<file path="src/pkg/bkm_pkg.sv">
// Package for the bus breakpoint matcher: register map, field positions and encodings.
// Assumes a 32-bit AHB-Lite register bus and one system clock.
package bkm_pkg;
   // ****************************************************************
   // Register map
   // ****************************************************************
   localparam logic [7:0]  BKM_ADDR_TARGET  = 8'h00;
   localparam logic [7:0]  BKM_ADDR_CONTROL = 8'h04;
   localparam logic [7:0]  BKM_ADDR_STATUS  = 8'h08;
   localparam logic [31:0] BKM_CTRL_RESET   = 32'h0000_0000;
   localparam logic [31:0] BKM_TARGET_RESET = 32'h0000_0000;
   localparam logic [31:0] BKM_CTRL_WMASK   = 32'h000f_ffff;

   // ****************************************************************
   // Control field positions
   // ****************************************************************
   localparam int BKM_F_VALID   = 0;
   localparam int BKM_F_SPACE_L = 1;
   localparam int BKM_F_SPACE_H = 9;
   localparam int BKM_F_MASK_L  = 10;
   localparam int BKM_F_MASK_H  = 11;
   localparam int BKM_F_NEG     = 12;
   localparam int BKM_F_SIZE_L  = 13;
   localparam int BKM_F_SIZE_H  = 14;
   localparam int BKM_F_SIZE_COMPARE_MASK    = 15;
   localparam int BKM_F_DIR_L   = 16;
   localparam int BKM_F_DIR_H   = 17;
   localparam int BKM_F_SRC     = 18;
   localparam int BKM_F_ACK     = 19;
   localparam int BKM_DMA_SPACE = 8;

   // ****************************************************************
   // Encodings
   // ****************************************************************
   typedef enum logic [1:0] {
      BKM_DIR_READ  = 2'b00,
      BKM_DIR_WRITE = 2'b01,
      BKM_DIR_BOTH  = 2'b10,
      BKM_DIR_RSVD  = 2'b11
   } bkm_dir_t;

   typedef enum logic [1:0] {
      BKM_SZ_LONG  = 2'b00,
      BKM_SZ_BYTE  = 2'b01,
      BKM_SZ_WORD  = 2'b10,
      BKM_SZ_THREE = 2'b11
   } bkm_size_t;

   localparam logic [1:0]  BKM_MASK_NONE = 2'b00;
   localparam logic [1:0]  BKM_MASK_2K   = 2'b01;
   localparam logic [1:0]  BKM_MASK_8K   = 2'b10;
   localparam logic [31:0] BKM_AMASK_ALL = 32'hffff_ffff;
   localparam logic [31:0] BKM_AMASK_2K  = 32'hffff_f800;
   localparam logic [31:0] BKM_AMASK_8K  = 32'hffff_e000;
   localparam logic [31:0] BKM_AMASK_32K = 32'hffff_8000;
   localparam logic [31:0] BKM_AMASK_EXT = 32'hffff_fffc;
   localparam logic [31:0] BKM_AMASK_LOW = 32'h0000_0003;
   localparam logic [1:0]  BKM_LOW_ODD_TARGET = 2'b01;
   localparam logic [1:0]  BKM_HTRANS_NONSEQ = 2'b10;
   localparam logic [2:0]  BKM_HSIZE_WORD    = 3'b010;
endpackage

</file>
<file path="src/rtl/bkm_matcher.sv">
// Bus breakpoint matcher top: AHB-Lite register slave plus the per-cycle match decision.
// Assumes monitored cycles arrive as one-cycle strobes synchronous to hclk.
//
// Summary of operation
// - 32-bit writable target; used only while valid.
// - Control clears at reset; bits 31-20 reserved.
// - Ack support: bus error on breakpoint-ack cycles, else no action.
// - Source 0 internal, 1 external minus address bits 1:0.
// - External source implies size mask.
// - External break goes out; internal DMA breaks inside.
// - Bursts compare the first beat only.
// - Direction 00 read, 01 write, 10 both, 11 reserved.
// - Size mask clear: sizes must be equal.
// - Size mask set: accessed bytes overlap the target; a target at 01 also hits any access at 10 or 11.
// - Exact mode: address and size both equal.
// - Size compare only with block mask 00.
// - Size 00 long, 01 byte, 10 word, 11 three bytes.
// - Overlap cases for targets at 00 and 01.
// - Overlap cases for targets at 10 and 11.
// - No break unless valid.
// - Block mask drops none, bits 10-0, 12-0 or 14-0.
// - Negate with a mask matches outside the block.
// - Nine space bits suppress spaces; bit 8 covers DMA.
//
// The placing of the registers and the AHB-Lite interface to the registers were chosen for this implementation.
`timescale 1ns/1ps
module bkm_matcher
(
   input  wire logic                 hclk,
   input  wire logic                 hresetn,
   // AHB-Lite slave
   input  wire logic                 hsel,
   input  wire logic [7:0]           haddr,
   input  wire logic [1:0]           htrans,
   input  wire logic                 hwrite,
   input  wire logic [2:0]           hsize,
   input  wire logic                 hready,
   input  wire logic [31:0]          hwdata,
   output logic      [31:0]          hrdata,
   output wire logic                 hreadyout,
   output wire logic                 hresp,
   // Internal module bus cycle monitor
   input  wire logic                 int_cycle_valid,
   input  wire logic [31:0]          int_addr,
   input  wire logic                 int_read,
   input  wire logic [1:0]           int_size,
   input  wire logic [3:0]           int_function_code,
   input  wire logic                 int_dma_internal,
   input  wire logic                 int_break_signal_ack_cycle,
   // External bus cycle monitor
   input  wire logic                 ext_cycle_valid,
   input  wire logic [31:0]          ext_addr,
   input  wire logic                 ext_read,
   input  wire logic [1:0]           ext_size,
   input  wire logic [3:0]           ext_function_code,
   input  wire logic                 ext_burst_beat,
   // Outputs
   output logic                      break_signal,
   output logic                      break_signal_out,
   output logic                      bus_error
);
   import bkm_pkg::*;

   // ****************************************************************
   // Register state
   // ****************************************************************
   logic [31:0] target_ff;
   logic [31:0] control_ff;
   logic [7:0]  wr_addr_ff;
   logic        wr_pend_ff;
   logic [7:0]  status_ff;
   logic [7:0]  nxt_status;
   logic [31:0] nxt_rdata;

   // ****************************************************************
   // AHB-Lite slave decode
   // ****************************************************************
   // Zero wait states: writes land after the data phase, reads come from flops.
   wire logic       bus_take;
   wire logic       take_write;
   wire logic       take_read;
   wire logic       sel_target;
   wire logic       sel_control;
   wire logic       sel_status;
   wire logic       wr_target;
   wire logic       wr_control;

   assign bus_take    = hsel && hready && htrans[1];
   assign take_write  = bus_take && hwrite;
   assign take_read   = bus_take && !hwrite;
   assign sel_target  = (haddr == BKM_ADDR_TARGET);
   assign sel_control = (haddr == BKM_ADDR_CONTROL);
   assign sel_status  = (haddr == BKM_ADDR_STATUS);
   assign wr_target   = wr_pend_ff && (wr_addr_ff == BKM_ADDR_TARGET);
   assign wr_control  = wr_pend_ff && (wr_addr_ff == BKM_ADDR_CONTROL);
   assign hreadyout   = 1'b1;
   assign hresp       = 1'b0;

   // Unmapped addresses read as zero and ignore writes.
   assign nxt_rdata = !take_read   ? hrdata :
                      sel_target   ? target_ff :
                      sel_control  ? control_ff :
                      sel_status   ? {24'h00_0000, status_ff} : 32'h0000_0000;

   always_ff @(posedge hclk or negedge hresetn)
   begin
      if (!hresetn)
      begin
         wr_pend_ff <= 1'b0;
         wr_addr_ff <= 8'h00;
         hrdata     <= 32'h0000_0000;
      end
      else
      begin
         wr_pend_ff <= take_write;
         wr_addr_ff <= haddr;
         hrdata     <= nxt_rdata;
      end
   end

   // Target contents are don't-care until valid is set; a zero reset keeps simulation clean.
   always_ff @(posedge hclk or negedge hresetn)
   begin
      if (!hresetn)
      begin
         target_ff  <= BKM_TARGET_RESET;
         control_ff <= BKM_CTRL_RESET;
      end
      else
      begin
         if (wr_target)
         begin
            target_ff <= hwdata;
         end
         if (wr_control)
         begin
            control_ff <= hwdata & BKM_CTRL_WMASK;
         end
      end
   end

   // ****************************************************************
   // Control fields
   // ****************************************************************
   wire logic       ctl_valid;
   wire logic [8:0] space_exclude_bits;
   wire logic [1:0] block_mask_select;
   wire logic       outside_block_match;
   wire logic [1:0] target_size_code;
   wire logic       size_compare_mask;
   wire logic [1:0] direction_select;
   wire logic       compare_source_select;
   wire logic       ack_cycle_support;

   assign ctl_valid             = control_ff[BKM_F_VALID];
   assign space_exclude_bits    = control_ff[BKM_F_SPACE_H:BKM_F_SPACE_L];
   assign block_mask_select     = control_ff[BKM_F_MASK_H:BKM_F_MASK_L];
   assign outside_block_match   = control_ff[BKM_F_NEG];
   assign target_size_code      = control_ff[BKM_F_SIZE_H:BKM_F_SIZE_L];
   assign size_compare_mask     = control_ff[BKM_F_SIZE_COMPARE_MASK];
   assign direction_select      = control_ff[BKM_F_DIR_H:BKM_F_DIR_L];
   assign compare_source_select = control_ff[BKM_F_SRC];
   assign ack_cycle_support     = control_ff[BKM_F_ACK];

   // ****************************************************************
   // Cycle source selection
   // ****************************************************************
   wire logic        cyc_valid;
   wire logic [31:0] cyc_addr;
   wire logic        cyc_read;
   wire logic [1:0]  cyc_size;
   wire logic [3:0]  cyc_fc;
   wire logic [1:0]  low_address_bits;

   // Follow-on burst beats are dropped.
   assign cyc_valid = compare_source_select ? (ext_cycle_valid && !ext_burst_beat) : int_cycle_valid;
   assign cyc_addr  = compare_source_select ? ext_addr : int_addr;
   assign cyc_read  = compare_source_select ? ext_read : int_read;
   assign cyc_size  = compare_source_select ? ext_size : int_size;
   assign cyc_fc    = compare_source_select ? ext_function_code : int_function_code;
   assign low_address_bits = cyc_addr[1:0];

   // ****************************************************************
   // Address, block and negate
   // ****************************************************************
   wire logic [31:0] block_amask;
   wire logic [31:0] addr_amask;
   wire logic        block_equal;
   wire logic        block_masked;
   wire logic        addr_ok;

   assign block_amask = (block_mask_select == BKM_MASK_NONE) ? BKM_AMASK_ALL :
                        (block_mask_select == BKM_MASK_2K)   ? BKM_AMASK_2K :
                        (block_mask_select == BKM_MASK_8K)   ? BKM_AMASK_8K : BKM_AMASK_32K;
   // Low two bits go to the size/overlap logic instead.
   assign addr_amask   = block_amask & BKM_AMASK_EXT;
   assign block_equal  = ((cyc_addr ^ target_ff) & addr_amask) == 32'h0000_0000;
   assign block_masked = (block_mask_select != BKM_MASK_NONE);
   assign addr_ok      = (block_masked && outside_block_match) ? !block_equal : block_equal;

   // ****************************************************************
   // Size and low-offset check
   // ****************************************************************
   wire logic overlap_hit;
   wire logic exact_hit;
   wire logic size_masked;
   wire logic low_ok;
   wire logic low_checked;

   bkm_overlap u_overlap
   (
      .target_low  (target_ff[1:0]),
      .access_low  (low_address_bits),
      .access_size (cyc_size),
      .hit         (overlap_hit)
   );

   assign size_masked = size_compare_mask || compare_source_select;
   // Exact mode: offset and size both equal the programmed ones.
   assign exact_hit   = (low_address_bits == target_ff[1:0]) && (cyc_size == target_size_code);
   // Low bits count only with no block mask and the internal source.
   assign low_checked = !block_masked && !compare_source_select;
   assign low_ok      = !low_checked ? 1'b1 :
                        size_masked  ? overlap_hit : exact_hit;

   // ****************************************************************
   // Direction and space
   // ****************************************************************
   wire logic dir_ok;
   wire logic space_ok;

   assign dir_ok = (direction_select == BKM_DIR_READ)  ? cyc_read :
                   (direction_select == BKM_DIR_WRITE) ? !cyc_read :
                   (direction_select == BKM_DIR_BOTH);

   bkm_space_check u_space
   (
      .space_exclude_bits  (space_exclude_bits),
      .function_code_lines (cyc_fc),
      .allowed             (space_ok)
   );

   // ****************************************************************
   // Match decision and outputs
   // ****************************************************************
   wire logic match;
   wire logic to_external;
   wire logic nxt_break_int;
   wire logic nxt_break_ext;
   wire logic nxt_bus_error;

   assign match = ctl_valid && cyc_valid && addr_ok && low_ok && dir_ok && space_ok;
   // Internal-to-internal DMA on the external source still breaks the internal core.
   assign to_external   = compare_source_select && !int_dma_internal;
   assign nxt_break_int = match && !to_external;
   assign nxt_break_ext = match && to_external;
   assign nxt_bus_error      = ack_cycle_support && int_break_signal_ack_cycle;

   always_ff @(posedge hclk or negedge hresetn)
   begin
      if (!hresetn)
      begin
         break_signal     <= 1'b0;
         break_signal_out <= 1'b0;
         bus_error        <= 1'b0;
      end
      else
      begin
         break_signal     <= nxt_break_int;
         break_signal_out <= nxt_break_ext;
         bus_error        <= nxt_bus_error;
      end
   end

   // ****************************************************************
   // Status
   // ****************************************************************
   // Live view of the last cycle's decision terms for debug software.
   assign nxt_status = {1'b0, nxt_bus_error, to_external, space_ok, dir_ok, low_ok, addr_ok, match};

   always_ff @(posedge hclk or negedge hresetn)
   begin
      if (!hresetn)
      begin
         status_ff <= 8'h00;
      end
      else
      begin
         status_ff <= nxt_status;
      end
   end
endmodule

</file>
<file path="src/rtl/bkm_overlap.sv">
// Overlap decoder: does an access of a given size and offset touch the target byte.
// Assumes sizes coded as long, byte, word and three bytes, big-endian byte lanes from the access offset.
`timescale 1ns/1ps
module bkm_overlap
(
   input  wire logic [1:0] target_low,
   input  wire logic [1:0] access_low,
   input  wire logic [1:0] access_size,
   output wire logic       hit
);
   import bkm_pkg::*;

   // An access covers bytes from its offset up to offset plus length minus one.
   wire logic [2:0] access_len;
   wire logic [2:0] last_byte;

   assign access_len = (access_size == BKM_SZ_BYTE)  ? 3'h1 :
                       (access_size == BKM_SZ_WORD)  ? 3'h2 :
                       (access_size == BKM_SZ_THREE) ? 3'h3 : 3'h4;
   assign last_byte  = 3'({1'b0, access_low} + access_len - 3'h1);
   wire logic span_hit;
   assign span_hit = (target_low >= access_low) && ({1'b0, target_low} <= last_byte);
   // A target at 01 also fires for any access at 10 or 11, so this case is not pure overlap.
   assign hit = span_hit || ((target_low == BKM_LOW_ODD_TARGET) && access_low[1]);
endmodule

</file>
<file path="src/rtl/bkm_space_check.sv">
// Address-space filter: one exclude bit per function-code space.
// Assumes a four-bit function code; all codes with the top bit set share the DMA bit.
`timescale 1ns/1ps
module bkm_space_check
(
   input  wire logic [8:0] space_exclude_bits,
   input  wire logic [3:0] function_code_lines,
   output wire logic       allowed
);
   import bkm_pkg::*;

   wire logic [8:0] space_hit;

   genvar gi;
   generate
      for (gi = 0; gi < BKM_DMA_SPACE; gi++)
      begin : g_space
         assign space_hit[gi] = (function_code_lines == 4'(gi)) && space_exclude_bits[gi];
      end
   endgenerate
   assign space_hit[BKM_DMA_SPACE] = function_code_lines[3] && space_exclude_bits[BKM_DMA_SPACE];
   assign allowed = ~|space_hit;
endmodule

</file>
<file path="config.mk">
export PLATFORM = sky130hd
export DESIGN_NAME = bkm_matcher
export DESIGN_NICKNAME = d
export VERILOG_FILES = /design/src/pkg/bkm_pkg.sv /design/src/rtl/bkm_matcher.sv /design/src/rtl/bkm_overlap.sv /design/src/rtl/bkm_space_check.sv
export SDC_FILE = /design/constraint.sdc
export NUM_CORES = 1
export LEC_CHECK = 0
export BUFFER_PORTS_ARGS = -buffer_cell sky130_fd_sc_hd__clkbuf_2
export CAP_MARGIN = 10
export CORE_MARGIN = 1.5
export CORE_UTILIZATION = 51
export CTS_CLUSTER_DIAMETER = 30
export DETAILED_ROUTE_END_ITERATION = 12
export PLACE_DENSITY = 0.82
export SLEW_MARGIN = 20
export SYNTH_ARGS = -nofsm -noshare
export SYNTH_HDL_FRONTEND = slang
export SYNTH_SLANG_ARGS = --single-unit
</file>
<file path="constraint.sdc">
create_clock -name hclk -period 3.49 [get_ports hclk]
set_clock_uncertainty 0.1 [all_clocks]
set_input_delay 0.1745 -clock hclk [delete_from_list [all_inputs] [get_ports hclk]]
set_output_delay 0.1745 -clock hclk [all_outputs]
set_load 0.01 [all_outputs]
</file>
Yosys cells after proc, flatten, opt, wreduce, memory -nomap -nowiden:

Index checks and enable logic that the tools add are counted.

* $add $sub $neg: 2
* multipliers: 0
* divide/modulo/power cells: 0
* $lt $le $gt $ge: 2
* equality and inequality tests: 20
* shifts and indexed selects: 0
* mux-type cells: 19
* bitwise operators: 2
* reductions and logical operators: 49

Operators with widths (count)
* 32-bit 2-to-1 mux: 2
* 15-bit 2-to-1 mux: 3
* 32-bit bitwise AND: 1
* 32-bit logical NOT: 1
* 32-bit bitwise XOR: 1
* 1-bit logical AND: 30
* 20-bit 2-to-1 mux: 1
* 4-bit by 3-bit equality test with 1-bit output, second input constant: 4
* 8-bit by 3-bit equality test with 1-bit output, second input constant: 2
* 8-bit logical NOT: 2
* 1-bit logical NOT: 9
* 3-bit 2-to-1 mux: 3
* 9-bit OR reduction: 1
* 2-bit by 1-bit equality test with 1-bit output, second input constant: 4
* 2-bit equality test, second input constant: 4
* 4-bit by 2-bit equality test with 1-bit output, second input constant: 2
* 8-bit by 4-bit equality test with 1-bit output, second input constant: 1
* 1-bit 2-to-1 mux: 7
* 7-bit 2-to-1 mux: 1
* 2-bit equality test: 2
* 4-bit by 1-bit equality test with 1-bit output, second input constant: 1
* 2-bit logical NOT: 2
* 4-bit logical NOT: 1
* 4-bit 2-to-1 mux: 1
* other kinds (7): 8

* bits in registers: 103
* latch bits: 0
* memory bits (writable): 0
* memory bits (read-only): 0
* input port bits: 133
* output and inout bits: 37
* logic and storage cells: 103
* memories: 0

Longest topological paths before layout:

* depth in word-level cells: 16
* depth in mapped cells: 15
* gate-level depth less buffers: 11

Modules after synthesis:

Synthesis repeated with hierarchy kept, for this count alone.

* cell total of the unflattened synthesis: 437
* area, all modules: 5027.3 um^2

Modules (own cells, without submodules)
* bkm_matcher: times used 1, cells an instance 403, area each 4753.3 um^2, seq. area each 2552.4 um^2
* bkm_overlap: times used 1, cells an instance 26, area each 190.2 um^2, seq. area each 0.0 um^2
* bkm_space_check: times used 1, cells an instance 8, area each 83.8 um^2, seq. area each 0.0 um^2

Worst setup path before layout:

Ideal clock, no wire load.

* path kind: register -> register
* start point: reg control_ff[18]
* end point: reg break_signal
* data arrival time: 2.620 ns
* slack: 0.648 ns
* stages on the path, launching flop included: 15
* path buffers: 4
* clock period less this slack: 2.842 ns
* cells stage by stage: dfrtp_1 -> buf_6 -> buf_6 -> buf_2 -> buf_2 -> mux2i_1 -> ha_1 -> inv_1 -> ha_1 -> inv_1 -> ha_1 -> a2111oi_0 -> o21ai_0 -> nand3_1 -> nor3_2

* word-level cells in the longest chain between the ends: 16
* elaborated cells on any way between the ends: 61
* classes of those cells: 2 x add/sub; 2 x order compare; 12 x eq/ne; 13 x mux; 2 x bitwise; 30 x reduce/logical

Ends and longest elaborated chain
* from (decl): line bkm_matcher.sv:68 `logic [31:0] control_ff;`
* from (signal assigned): line bkm_matcher.sv:137 `control_ff <= hwdata & BKM_CTRL_WMASK;`
* 2-bit 2-to-1 mux: line bkm_matcher.sv:179 `assign cyc_size = compare_source_select ? ext_size : int_size;`
* 2-bit equality test: line bkm_overlap.sv:19 `(access_size == BKM_SZ_THREE) ? 3'h3 : 3'h4;`
* 3-bit 2-to-1 mux: line bkm_overlap.sv:19
* 3-bit 2-to-1 mux: line bkm_overlap.sv:18 `(access_size == BKM_SZ_WORD) ? 3'h2 :`
* 3-bit 2-to-1 mux: line bkm_overlap.sv:17 `assign access_len = (access_size == BKM_SZ_BYTE) ? 3'h1 :`
* 2-bit by 3-bit adder with 3-bit output: line bkm_overlap.sv:20 `assign last_byte = 3'({1'b0, access_low} + access_len - 3'h1);`
* 3-bit by 1-bit subtractor with 3-bit output: line bkm_overlap.sv:20
* 2-bit by 3-bit less-or-equal comparator with 1-bit output: line bkm_overlap.sv:22 `assign span_hit = (target_low >= access_low) && ({1'b0, target_low} <= last_byte);`
* 1-bit logical AND: line bkm_overlap.sv:22
* 1-bit logical OR: line bkm_overlap.sv:24 `assign hit = span_hit || ((target_low == BKM_LOW_ODD_TARGET) && access_low[1]);`
* 1-bit 2-to-1 mux: line bkm_matcher.sv:224 `size_masked ? overlap_hit : exact_hit;`
* 1-bit 2-to-1 mux *: line bkm_matcher.sv:223 `assign low_ok = !low_checked ? 1'b1 :`
* via low_ok: line bkm_matcher.sv:207 `wire logic low_ok;`
* 1-bit logical AND * (3 in a row): line bkm_matcher.sv:252 `assign match = ctl_valid && cyc_valid && addr_ok && low_ok && dir_ok && space_ok;`
* 1-bit logical AND *: line bkm_matcher.sv:255 `assign nxt_break_int = match && !to_external;`
* via nxt_break_int: line bkm_matcher.sv:248 `wire logic nxt_break_int;`
* to (signal assigned): line bkm_matcher.sv:269 `break_signal <= nxt_break_int;`
* to (decl): line bkm_matcher.sv:58 `output logic break_signal,`

Mark *: on every way through the listed nets, which the timed path passes. The rest lies on a longest branch.
A chain may end at the register's enable or synchronous reset.

Worst setup path in the final report:

* start point: reg control_ff[18]
* end point: reg break_signal

* word-level cells in the longest chain between the ends: 16
* elaborated cells on any way between the ends: 61
* classes of those cells: 2 x add/sub; 2 x order compare; 12 x eq/ne; 13 x mux; 2 x bitwise; 30 x reduce/logical

Ends and longest elaborated chain (line)
* 2-bit 2-to-1 mux: bkm_matcher.sv:179
* 2-bit equality test: bkm_overlap.sv:19
* 3-bit 2-to-1 mux: bkm_overlap.sv:19
* 3-bit 2-to-1 mux: bkm_overlap.sv:18
* 3-bit 2-to-1 mux: bkm_overlap.sv:17
* 2-bit by 3-bit adder with 3-bit output: bkm_overlap.sv:20
* 3-bit by 1-bit subtractor with 3-bit output: bkm_overlap.sv:20
* 2-bit by 3-bit less-or-equal comparator with 1-bit output: bkm_overlap.sv:22
* 1-bit logical AND: bkm_overlap.sv:22
* 1-bit logical OR: bkm_overlap.sv:24
* 1-bit 2-to-1 mux: bkm_matcher.sv:224
* 1-bit 2-to-1 mux: bkm_matcher.sv:223
* 1-bit logical AND (3 in a row): bkm_matcher.sv:252
* 1-bit logical AND *: bkm_matcher.sv:255
* via nxt_break_int: bkm_matcher.sv:248

Marked as above.

==> run summary <==
Outcome
• outcome: completed

GRT
• antenna violations before repair: 0
• grt ovf: 0
• maximum number of pins on one net before global-route repair: 80
• total routing usage reported by global routing: 26.60%
• global-route wire length before repair: 21.11 mm
• number of global-route vias before repair: 4,363

Timing
• Max Transition Viols Final: 0
• Least-Margin Pin Slew: 0.9685 ns
• post-layout worst setup margin: 0.6131 ns
• maximum clock rate: 347.6 MHz
• RSZ-0062 raised after global routing: no
• Final Hold Slack: 0.1008 ns
• Final period util: 82.43%
• total negative setup slack: 0 ns
• final critical path time including I/O delays and setup: 2.877 ns
• hold violation total from the final report: 0
• Worst slew margin: 35.43%
• count of final setup violators: 0

Yosys
• YS warnings: 0
• number of enable-type register cells in the synthesized netlist: 0
• dominant cells by area after synthesis: sky130_fd_sc_hd__dfrtp_1, sky130_fd_sc_hd__mux2_2, sky130_fd_sc_hd__mux2i_1
• asr flop ratio synth: 100.0%
• area leader, netlist: sky130_fd_sc_hd__dfrtp_1
• syn_nets: 594
• synthesis-stage register bit count: 102
• proportion of synthesized chip area in sequential cells: 50.53%
• Yosys cell types: 44
• Syn Inst Count: 454
• cell area after synthesis: 0.005051 sq mm
• most used flip-flop cell after synthesis: sky130_fd_sc_hd__dfrtp_1
• Synth top area share: 50.53%
• average cell area after synthesis: 11.13 sq um

Final layout
• final non-filler cell total: 796
• number of nets in the final layout: 798
• total inserted antenna cells: 0
• leading cell type in the layout, fill and taps excluded: sky130_fd_sc_hd__clkbuf_2
• final core occ: 68.70%
• share of layout cells above drive strength 1: 37.41%
• Filler Cells Inserted: 726
• layout overhead on the synthesized area: 31.71%
• most frequent cells in the layout: sky130_fd_sc_hd__clkbuf_2, sky130_fd_sc_hd__dfrtp_1, sky130_fd_sc_hd__mux2_2

Die
• overall die area: 0.01051 sq mm
• Core Box Area: 0.009684 sq mm
• width of the chip: 102.5 um
• die extent in y: 102.5 um
• Site Rows: 36
• number of I/O pins: 170
• initial core utilization: 52.16%

Place
• weighted congestion at the end of routability-driven global placement: 0.8715
• number of buffers added on ports: 163
• number of instances in the placed design: 735
• worst slack, placed: 0.6112 ns
• detailed-placement wirelength estimate: 9.362 mm

Critical path
• category of cells accounting for the largest share of critical-path delay: simple AND/OR/NAND/NOR gates
• cell-by-cell listing of the critical path: buf_4, mux2i_1, xor2_1, a21oi_1, nor4_1, nand3_1, mux2_4, nor3_2
• number of buffers and inverters on the critical path: 1
• Required @ worst endpoint: 3.69 ns
• Critical Path Sink Type: flop
• Setup Crit Path Kind: flop to flop
• top fanout value on the critical path: 24
• largest stage delay on the critical path: 0.52 ns
• Arrival @ worst endpoint: 3.08 ns
• kind of launch point of the worst setup path: flop
• CP max stage cell: sky130_fd_sc_hd__dfrtp_2

Power
• cell area power density: 368.3 mW/mm^2
• peak supply drop: 0.2373 mV
• Leak Pwr: 3.455 nW

CTS
• buffer levels on the longest clock path: 2
• clock input transition at the sequential cells of the worst setup and hold paths: 0.10 ns
• CTS Buf Count: 9
• CTS-repair resized insts: 0
• # H-tree levels: 3
• clock network latency to the later pin of the worst-skew pair: 0.38 ns
• CTS tree: built
• Clk Tree Root Cell: sky130_fd_sc_hd__clkbuf_8
• TritonCTS Sinks: 102

Routing
• Detail Route Antenna Nets: 0
• Detailed Routing Iterations Pass 1: 4
• WL final: 13.85 mm
• Routed wire per std cell: 17.39 um
• drt initial violations: 136
• DR DRC count: 0
• vias after detailed routing: 4,370
• vias per inst: 5.490

Flow run
• Max-cap violations: 0

Min path
• min-delay worst type: input port to flop

## registers in the layout, indices dropped and copies added, names as in the netlist
| register | cells |
|---|---|
| break_signal | 1 |
| break_signal_out | 1 |
| control_ff | 20 |
| hrdata | 32 |
| status_ff | 7 |
| target_ff | 32 |
| wr_addr_ff | 8 |
| wr_pend_ff | 1 |
## Yosys cell counts (all sizes together), types with 2 or more instances
cell / n
mux2: 53
mux2i: 36
xor2: 27
nand2b: 2
nand2: 42
o311ai: 2
o32ai: 2
buf: 9
nor2: 45
clkbuf: 15
nor4: 4
xnor2: 8
nor3b: 2
o21ai: 8
dfrtp: 102
ha: 7
conb: 2
nand4: 5
inv: 13
nand3: 19
nor3: 4
a2111oi: 2
a221oi: 21
a21oi: 10
## cells by family (layout without fill, tap and decap cells)
family,after synthesis,count (layout),synth area share (%)
and+or+nand+nor,128,128,11.25
AOI/OAI and AO/OA,54,54,7.952
buffers and inverters,37,246,3.294
xor gates and xnor gates,35,35,6.069
other,2,2,0.1487
DFF,102,102,50.53
adders and majority gates,7,7,1.734
muxes,89,89,19.02
## metrics by stage
stage	cell area [sq um]	power [mW]
6_report	6653	2.450
5_1_grt	6653	2.560
4_1_cts	6648	2.456
3_5_place_dp	6007	1.711
3_3_place_gp	6007	1.693
2_1_floorplan	5051	1.508
## where the power goes
part / total, mW / internal, mW / switching, mW
registers: 1.30 / 1.25 / 0.0506
logic: 0.429 / 0.213 / 0.216
clock network: 0.719 / 0.289 / 0.431
total: 2.45 / 1.75 / 0.697
## repair_timing
action | in CTS | in global routing
hold endpoints to repair | 143 | 0
setup endpoints to repair | 0 | 0
hold buffers | 45 | 0
setup buffers | 0 | 0
## worst min-delay path: cells and delay by family
kind	cells	cell delay (ns)
AOI/OAI and AO/OA	1	0.07
xor gates and xnor gates	1	0.18
buffers and inverters	1	0.08
## metal layers
metal / vias up / wire [um] / GRT usage, %
li1: 2016 / - / -
met2: 214 / 6941 / 44.57
met5: - / 0 / 0
met3: 32 / 956 / 4.475
met4: 0 / 332 / 11.70
met1: 2108 / 5616 / 34.15
## final cells by class
type	instances	area [sq um]	share of cell area, %
flip-flops and latches	102	2554	38.39
inverters	13	48.80	0.7335
repair buffers	217	1336	20.09
multi-input cells	315	2357	35.43
clock buffers	10	137.6	2.069
clock inverters	6	52.55	0.7899
well taps	133	166.4	2.501
## path summary, 6_finish.rpt
path	start	endpoint	slack, ns	depth (start not counted)
max in group asynchronous	hresetn	hrdata[9]	1.98	3
hold reg to reg	hrdata[24]	hrdata[24]	0.38	2
min in group asynchronous	hresetn	hrdata[30]	0.39	2
setup / recovery	control_ff[18]	break_signal	0.61	8
hold / removal	ext_read	status_ff[3]	0.10	3
setup reg to reg	control_ff[18]	break_signal	0.61	8
Power figures use the tool's default switching activity.
